--- src/bridge_regs.svh ---
`ifndef BRIDGE_REGS_SVH
`define BRIDGE_REGS_SVH

// Instruction register width and codes
`define IR_WIDTH               4
`define IR_RESET_CODE          4'h1
`define IR_BYPASS_CODE         4'hF
`define IR_BRIDGE_CODE         4'h2
`define IR_RECONFIG_CODE       4'h3

// Clock rate and restart pulse timing
`define CLK_FREQ_MHZ           40
`define RECONFIG_PULSE_NS      500
`define RECONFIG_PULSE_CYCLES  ((`RECONFIG_PULSE_NS*`CLK_FREQ_MHZ+999)/1000)
`define PULSE_CNT_WIDTH        6

`endif

--- src/bridge_pkg.sv ---
package bridge_pkg;

   typedef enum logic [3:0] {
      TEST_LOGIC_RESET, RUN_IDLE,
      SELECT_DR, CAPTURE_DR, SHIFT_DR, EXIT1_DR, PAUSE_DR, EXIT2_DR,
      UPDATE_DR,
      SELECT_IR, CAPTURE_IR, SHIFT_IR, EXIT1_IR, PAUSE_IR, EXIT2_IR,
      UPDATE_IR
   } tap_state_t;

   typedef struct packed {
      logic clk;
      logic select_low;
      logic cmd;
   } mem_pins_t;

   typedef struct packed {
      logic tck;
      logic tms;
      logic tdi;
   } jtag_pins_t;

endpackage : bridge_pkg

--- src/jtag_flash_bridge.sv ---
`timescale 1ns/10ps
`include "bridge_regs.svh"

module jtag_flash_bridge
   import bridge_pkg::*;
#(
   parameter bit HAS_USER_CLOCK = 1'b0
)
(
   // Clock and reset
   input  wire logic       clk_i,
   input  wire logic       rst_i,
   // JTAG pins
   input  wire jtag_pins_t jtag_i,
   output logic            tdo_o,
   output logic            tdo_oe_o,
   // Serial memory pins
   output mem_pins_t       mem_o,
   input  wire logic       memory_serial_in_i,
   input  wire logic       user_clock_input_i,
   input  wire logic       user_clock_select_i,
   // Configuration control
   input  wire logic       configuration_complete_i,
   input  wire logic       active_serial_busy_i,
   output logic            active_serial_abort_o,
   output logic            reconfig_pulse_o,
   output logic            user_mode_o
);

   jtag_pins_t                  jtag_s1_reg;
   jtag_pins_t                  jtag_s2_reg;
   logic                        tck_last_reg;
   logic                        min_s1_reg;
   logic                        min_s2_reg;
   logic                        uclk_s1_reg;
   logic                        uclk_s2_reg;
   logic                        busy_s1_reg;
   logic                        busy_s2_reg;
   tap_state_t                  tap_reg;
   tap_state_t                  tap_next;
   logic [`IR_WIDTH-1:0]        ir_shift_reg;
   logic [`IR_WIDTH-1:0]        ir_reg;
   logic                        bypass_reg;
   logic                        mem_bit_reg;
   logic [`PULSE_CNT_WIDTH-1:0] pulse_cnt_reg;
   logic                        tck_rise;
   logic                        tck_fall;
   logic                        bridge_sel;
   logic                        xfer_active;
   logic                        clk_src;

   // Two-flop synchronisers on JTAG, memory data, user clock and busy inputs
   always_ff @(posedge clk_i)
   begin
      if (rst_i)
      begin
         jtag_s1_reg  <= '0;
         jtag_s2_reg  <= '0;
         tck_last_reg <= 1'b0;
         min_s1_reg   <= 1'b0;
         min_s2_reg   <= 1'b0;
         uclk_s1_reg  <= 1'b0;
         uclk_s2_reg  <= 1'b0;
         busy_s1_reg  <= 1'b0;
         busy_s2_reg  <= 1'b0;
      end
      else
      begin
         jtag_s1_reg  <= jtag_i;
         jtag_s2_reg  <= jtag_s1_reg;
         tck_last_reg <= jtag_s2_reg.tck;
         min_s1_reg   <= memory_serial_in_i;
         min_s2_reg   <= min_s1_reg;
         uclk_s1_reg  <= user_clock_input_i;
         uclk_s2_reg  <= uclk_s1_reg;
         busy_s1_reg  <= active_serial_busy_i;
         busy_s2_reg  <= busy_s1_reg;
      end
   end

   assign tck_rise   = jtag_s2_reg.tck & ~tck_last_reg;
   assign tck_fall   = ~jtag_s2_reg.tck & tck_last_reg;
   assign bridge_sel = (ir_reg == `IR_BRIDGE_CODE);

   // Transaction spans capture through exit of the data path
   assign xfer_active = bridge_sel &&
      (tap_reg inside {CAPTURE_DR, SHIFT_DR, EXIT1_DR, PAUSE_DR, EXIT2_DR});

   // Memory clock source; user clock only on the transceiver variant
   assign clk_src = (HAS_USER_CLOCK && user_clock_select_i) ? uclk_s2_reg
                                                           : jtag_s2_reg.tck;

   always_comb
   begin
      tap_next = tap_reg;
      case (tap_reg)
         TEST_LOGIC_RESET: tap_next = jtag_s2_reg.tms ? TEST_LOGIC_RESET
                                                      : RUN_IDLE;
         RUN_IDLE:   tap_next = jtag_s2_reg.tms ? SELECT_DR  : RUN_IDLE;
         SELECT_DR:  tap_next = jtag_s2_reg.tms ? SELECT_IR  : CAPTURE_DR;
         CAPTURE_DR: tap_next = jtag_s2_reg.tms ? EXIT1_DR   : SHIFT_DR;
         SHIFT_DR:   tap_next = jtag_s2_reg.tms ? EXIT1_DR   : SHIFT_DR;
         EXIT1_DR:   tap_next = jtag_s2_reg.tms ? UPDATE_DR  : PAUSE_DR;
         PAUSE_DR:   tap_next = jtag_s2_reg.tms ? EXIT2_DR   : PAUSE_DR;
         EXIT2_DR:   tap_next = jtag_s2_reg.tms ? UPDATE_DR  : SHIFT_DR;
         UPDATE_DR:  tap_next = jtag_s2_reg.tms ? SELECT_DR  : RUN_IDLE;
         SELECT_IR:  tap_next = jtag_s2_reg.tms ? TEST_LOGIC_RESET
                                                : CAPTURE_IR;
         CAPTURE_IR: tap_next = jtag_s2_reg.tms ? EXIT1_IR   : SHIFT_IR;
         SHIFT_IR:   tap_next = jtag_s2_reg.tms ? EXIT1_IR   : SHIFT_IR;
         EXIT1_IR:   tap_next = jtag_s2_reg.tms ? UPDATE_IR  : PAUSE_IR;
         PAUSE_IR:   tap_next = jtag_s2_reg.tms ? EXIT2_IR   : PAUSE_IR;
         EXIT2_IR:   tap_next = jtag_s2_reg.tms ? UPDATE_IR  : SHIFT_IR;
         UPDATE_IR:  tap_next = jtag_s2_reg.tms ? SELECT_DR  : RUN_IDLE;
         default:    tap_next = TEST_LOGIC_RESET;
      endcase
   end

   // TAP controller and instruction register
   always_ff @(posedge clk_i)
   begin
      if (rst_i)
      begin
         tap_reg      <= TEST_LOGIC_RESET;
         ir_shift_reg <= `IR_RESET_CODE;
         ir_reg       <= `IR_RESET_CODE;
         bypass_reg   <= 1'b0;
      end
      else if (tck_rise)
      begin
         tap_reg <= tap_next;
         case (tap_reg)
            TEST_LOGIC_RESET: ir_reg <= `IR_RESET_CODE;
            CAPTURE_IR: ir_shift_reg <= `IR_RESET_CODE;
            SHIFT_IR:   ir_shift_reg <= {jtag_s2_reg.tdi,
                                         ir_shift_reg[`IR_WIDTH-1:1]};
            UPDATE_IR:  ir_reg <= ir_shift_reg;
            CAPTURE_DR: bypass_reg <= 1'b0;
            SHIFT_DR:   bypass_reg <= jtag_s2_reg.tdi;
            default:    bypass_reg <= bypass_reg;
         endcase
      end
   end

   // Memory pins follow JTAG; clock waits for first fall in shift
   always_ff @(posedge clk_i)
   begin
      if (rst_i)
      begin
         mem_o       <= '{clk: 1'b0, select_low: 1'b1, cmd: 1'b0};
         mem_bit_reg <= 1'b0;
      end
      else
      begin
         mem_o.select_low <= ~xfer_active;
         mem_o.clk <= (bridge_sel && tap_reg == SHIFT_DR && tdo_oe_o)
                      ? clk_src : 1'b0;
         if (tck_fall && bridge_sel && tap_reg == SHIFT_DR)
            mem_o.cmd <= jtag_s2_reg.tdi;
         if (tck_rise && bridge_sel && tap_reg == SHIFT_DR)
            mem_bit_reg <= min_s2_reg;
      end
   end

   // Test data out changes on the falling test clock edge
   always_ff @(posedge clk_i)
   begin
      if (rst_i)
      begin
         tdo_o    <= 1'b0;
         tdo_oe_o <= 1'b0;
      end
      else if (tck_fall)
      begin
         tdo_oe_o <= (tap_reg == SHIFT_DR) || (tap_reg == SHIFT_IR);
         if (tap_reg == SHIFT_IR)
            tdo_o <= ir_shift_reg[0];
         else if (bridge_sel)
            tdo_o <= mem_bit_reg;
         else
            tdo_o <= bypass_reg;
      end
   end

   // Restart pulse only on the host's instruction, never on its own
   always_ff @(posedge clk_i)
   begin
      if (rst_i)
      begin
         pulse_cnt_reg    <= '0;
         reconfig_pulse_o <= 1'b0;
      end
      else if (tck_rise && tap_reg == UPDATE_IR &&
               ir_shift_reg == `IR_RECONFIG_CODE)
      begin
         pulse_cnt_reg    <= `PULSE_CNT_WIDTH'(`RECONFIG_PULSE_CYCLES);
         reconfig_pulse_o <= 1'b1;
      end
      else if (pulse_cnt_reg != '0)
      begin
         pulse_cnt_reg    <= pulse_cnt_reg - 1'b1;
         reconfig_pulse_o <= (pulse_cnt_reg != `PULSE_CNT_WIDTH'(1));
      end
   end

   // User mode regardless of done line; JTAG wins over active serial
   always_ff @(posedge clk_i)
   begin
      if (rst_i)
      begin
         user_mode_o           <= 1'b0;
         active_serial_abort_o <= 1'b0;
      end
      else
      begin
         user_mode_o <= 1'b1 | configuration_complete_i;
         active_serial_abort_o <= busy_s2_reg &&
                                  (tap_reg != TEST_LOGIC_RESET);
      end
   end
endmodule : jtag_flash_bridge

--- config.mk ---
export PLATFORM = sky130hd
export DESIGN_NAME = jtag_flash_bridge
export DESIGN_NICKNAME = d
export VERILOG_FILES = /design/src/bridge_pkg.sv /design/src/jtag_flash_bridge.sv
export VERILOG_INCLUDE_DIRS = /design/src
export SDC_FILE = /design/constraint.sdc
export NUM_CORES = 1
export LEC_CHECK = 0
export ABC_AREA = 1
export BUFFER_PORTS_ARGS = -buffer_cell sky130_fd_sc_hd__buf_2
export CAP_MARGIN = 20
export CORE_ASPECT_RATIO = 1.25
export CORE_MARGIN = 2
export CORE_UTILIZATION = 55
export CTS_CLUSTER_SIZE = 20
export DETAILED_ROUTE_END_ITERATION = 10
export HOLD_SLACK_MARGIN = 0.02
export PLACE_DENSITY = 0.75
export SETUP_SLACK_MARGIN = 0.3
export SLEW_MARGIN = 5
export SYNTH_ARGS = -nofsm -noshare
export SYNTH_HDL_FRONTEND = slang
export SYNTH_SLANG_ARGS = --single-unit
--- constraint.sdc ---
create_clock -name clk_i -period 1.6 [get_ports clk_i]
set_input_delay 0.08 -clock clk_i [delete_from_list [all_inputs] [get_ports clk_i]]
set_output_delay 0.08 -clock clk_i [all_outputs]
set_load 0.05 [all_outputs]
==> impl_metrics.yaml <==
timing:
  tightest_slew_ns: 0.4200
  slew-limit-headroom: 0.7197
  max_freq_ghz: 0.8044
  rsz0062_at_grt: "yes"
  final.min_clock_period_ns: 1.243
  skew_ns: 0.002906
  setup_ws_ns: 0.3569
  fin_crit_sh: 0.7769
  whs_ns: 0.1931
  totalNegativeSetupSlack_ns: 0
  slew_violations: 0
  setup_viol: 0
  hold_viol_final: 0
synth:
  netlist.area_leader.share: 0.4401
  synth_nets: 255
  ys.flop_type: "dfxtp_1"
  yosysSeqAreaShare: 0.4401
  ys_top_cells_by_count: "nand2_1 (42), dfxtp_1 (39), inv_1 (38)"
  yosysMostFrequentCell: "nand2_1"
  synth_area_leaders: "dfxtp_1 (44%), nand2_1 (8.9%), inv_1 (8.0%)"
  synth_edf_count: 0
  async_flop_share: 0
  synth_cell_types: 31
  synth_area_um2: 1774
  avgSynthCellArea_um2: 7.301
  netlist_instances: 243
  ys_ff_latch: 39
  synth_warnings: 0
  synth.largest_area_cell: "dfxtp_1"
global_routing:
  grt_pass1_wl_mm: 6.023
  track_usage: 0.2283
  grt-ovfl-total: 0
  grt_max_degree: 25
  antenna_found_initial: 0
  grt_pass1_vias: 1430
place:
  io_buffers: 14
  dp_hpwl_mm: 2.375
  dpl.cell_count: 291
  place_area_um2: 1884
  place_congestion: 0.8572
  dp_slack_ns: 0.1666
clock_network:
  htreeDepth: 2
  clock_path_buffers: 2
  clk_pin_slew_worst_paths_ns: 0.07
  cts.sinks: 39
  clock-root-buffer: "clkbuf_8"
  cts_tree: "built"
  cts_made_buffers: 5
  clkLatencyLatePin_ns: 0.28
layout:
  finalInstanceArea_um2: 2162
  seqCellArea_um2: 795.8
  multi_input_area_um2: 874.6
  diodes: 0
  area_growth_pct: 21.86
  drive_above_1_share: 0.2655
  largest_register_ffs: 6
  stdcell_count: 312
  nNetsFinal: 286
  fill_cells: 271
setup_path:
  reg2regPathDepth: 7
  r2r_slack_ns: 0.36
  cp_slowest_cell: "dfxtp_4"
  cp-end-kind: "flip-flop"
  crit_required_ns: 1.78
  cp-start-kind: "flip-flop"
  timing.rr.end: "pulse_cnt_reg[0]"
  r2r-start: "tap_reg[0]"
  crit_type: "flip-flop to flip-flop"
  max_stage_delay_ns: 0.40
  cp_cell_sequence: "nand2_2 > nor2_4 > nand2_2 > nor2_4 > nand4_4 > nand2_2 > a21oi_1"
  crit_start: "tap_reg[0]"
  path_max_fanout: 7
  crit_end: "pulse_cnt_reg[0]"
  cp_data_arrival_time_ns: 1.42
  crit_path_frequent_cell: "nand2_2"
drt:
  drt_iter0_drc: 47
  via_per_inst: 5.131
  wl_per_cell_um: 11.90
  dr_total_vias: 1601
  ant_nets: 0
  route.detailed.drc: 0
  drtPass1Iterations: 7
  routed_wl_mm: 3.712
power:
  powerDensity_nw_per_um2: 1115
  peakVddDrop_uv: 986.0
  total_leakage_power_uw: 0.0009705
floorplanning:
  die_h_um: 67.50
  rows: 23
  start_util: 0.5656
  die-area_um2: 3699
  die_width_um: 54.80
  core_area_um2: 3137
  pin_count: 18
hold_path:
  hold_class: "input pin to flip-flop"
flow_run:
  cap_violations: 0
status:
  outcome: "finished, final reports clean"
==> layer usage <==
layer	routed length (µm)	track usage
met5	0	0
met2	1867	0.3705
met1	1650	0.2732
met3	129	0.05752
met4	64	0.1125
==> cell usage in the layout, fill, tap and decap left out, types with 2 or more instances in the layout <==
cell           synthesis  layout
a211oi_1               3       2
a21oi_1               22      20
a21oi_2                0       2
a31oi_1                3       3
buf_2                  0      14
buf_4                  2      11
clkbuf_1               4       2
clkbuf_8               0       5
clkinvlp_4             0       2
dfxtp_1               39      33
dfxtp_2                0       3
dfxtp_4                0       3
dlygate4sd3_1          0       5
inv_1                 38      30
inv_2                  2       9
nand2_1               42      39
nand2_2                4       7
nand3_1               14      14
nand4_1                3       3
nor2_1                33      29
nor2_4                 3       8
nor3_1                 3       2
o211ai_1               2       2
o21ai_0                7       6
o21ai_1                2       3
o22ai_1                2       2
xor2_1                 2       2
==> cells by family after synthesis <==
family | synth area share
simple gates | 0.2976
buf+inv | 0.1037
compound gates | 0.1347
flops | 0.4401
xor+xnor | 0.009875
fa+ha+maj | 0.01410
==> critical path, delay by kind of cell (launching register included) <==
family	cells	cell delay [ns]
AO/OA/AOI/OAI	1	0.05
flip-flops	1	0.40
AND/OR/NAND/NOR	6	0.70
==> report_power, final <==
part           total [µW]  leakage (µW)  internal (µW)  switching (µW)
clock                 628     0.0000422            306             322
sequential           1100      0.000322           1050            49.3
combinational         683      0.000606            290             393
total                2410      0.000971           1650             765
==> final cells by class <==
| cell class | instances | area share |
|---|---|---|
| clock buffer | 7 | 0.03530 |
| clock inverter | 1 | 0.002315 |
| inverter | 41 | 0.07465 |
| multi-input combinational | 157 | 0.4045 |
| sequential | 39 | 0.3681 |
| tap | 37 | 0.02141 |
| timing repair buffer | 30 | 0.09375 |
==> worst min-delay path by stage <==
stage                         start     endpoint  slack (ns)  depth (start not counted)
3_3_place_gp   active_serial_busy_i  busy_s1_reg        0.28                          3
6_report                      rst_i  user_mode_o        0.19                          2
5_1_grt                       rst_i  user_mode_o        0.23                          2
2_1_floorplan  active_serial_busy_i  busy_s1_reg        0.19                          2
3_5_place_dp   active_serial_busy_i  busy_s1_reg        0.29                          3
4_1_cts                       rst_i  user_mode_o        0.17                          2
==> timing repair <==
action                                 in CTS  in global routing
gates resized for setup                    11                 23
hold buffers                                5                  0
pin swaps                                   1                  3
setup endpoints to repair                  16                 20
endpoints found under the hold margin       5                  0
setup buffers                               5                  3
==> through the flow <==
step / power, µW / utilization
global route: 2541 / 0.6893
detailed placement: 1613 / 0.6007
global placement: 1603 / 0.6007
finish: 2411 / 0.6893
CTS: 2317 / 0.6617
floorplan: 1519 / -
Note: power is estimated with default switching activity, not from simulation.
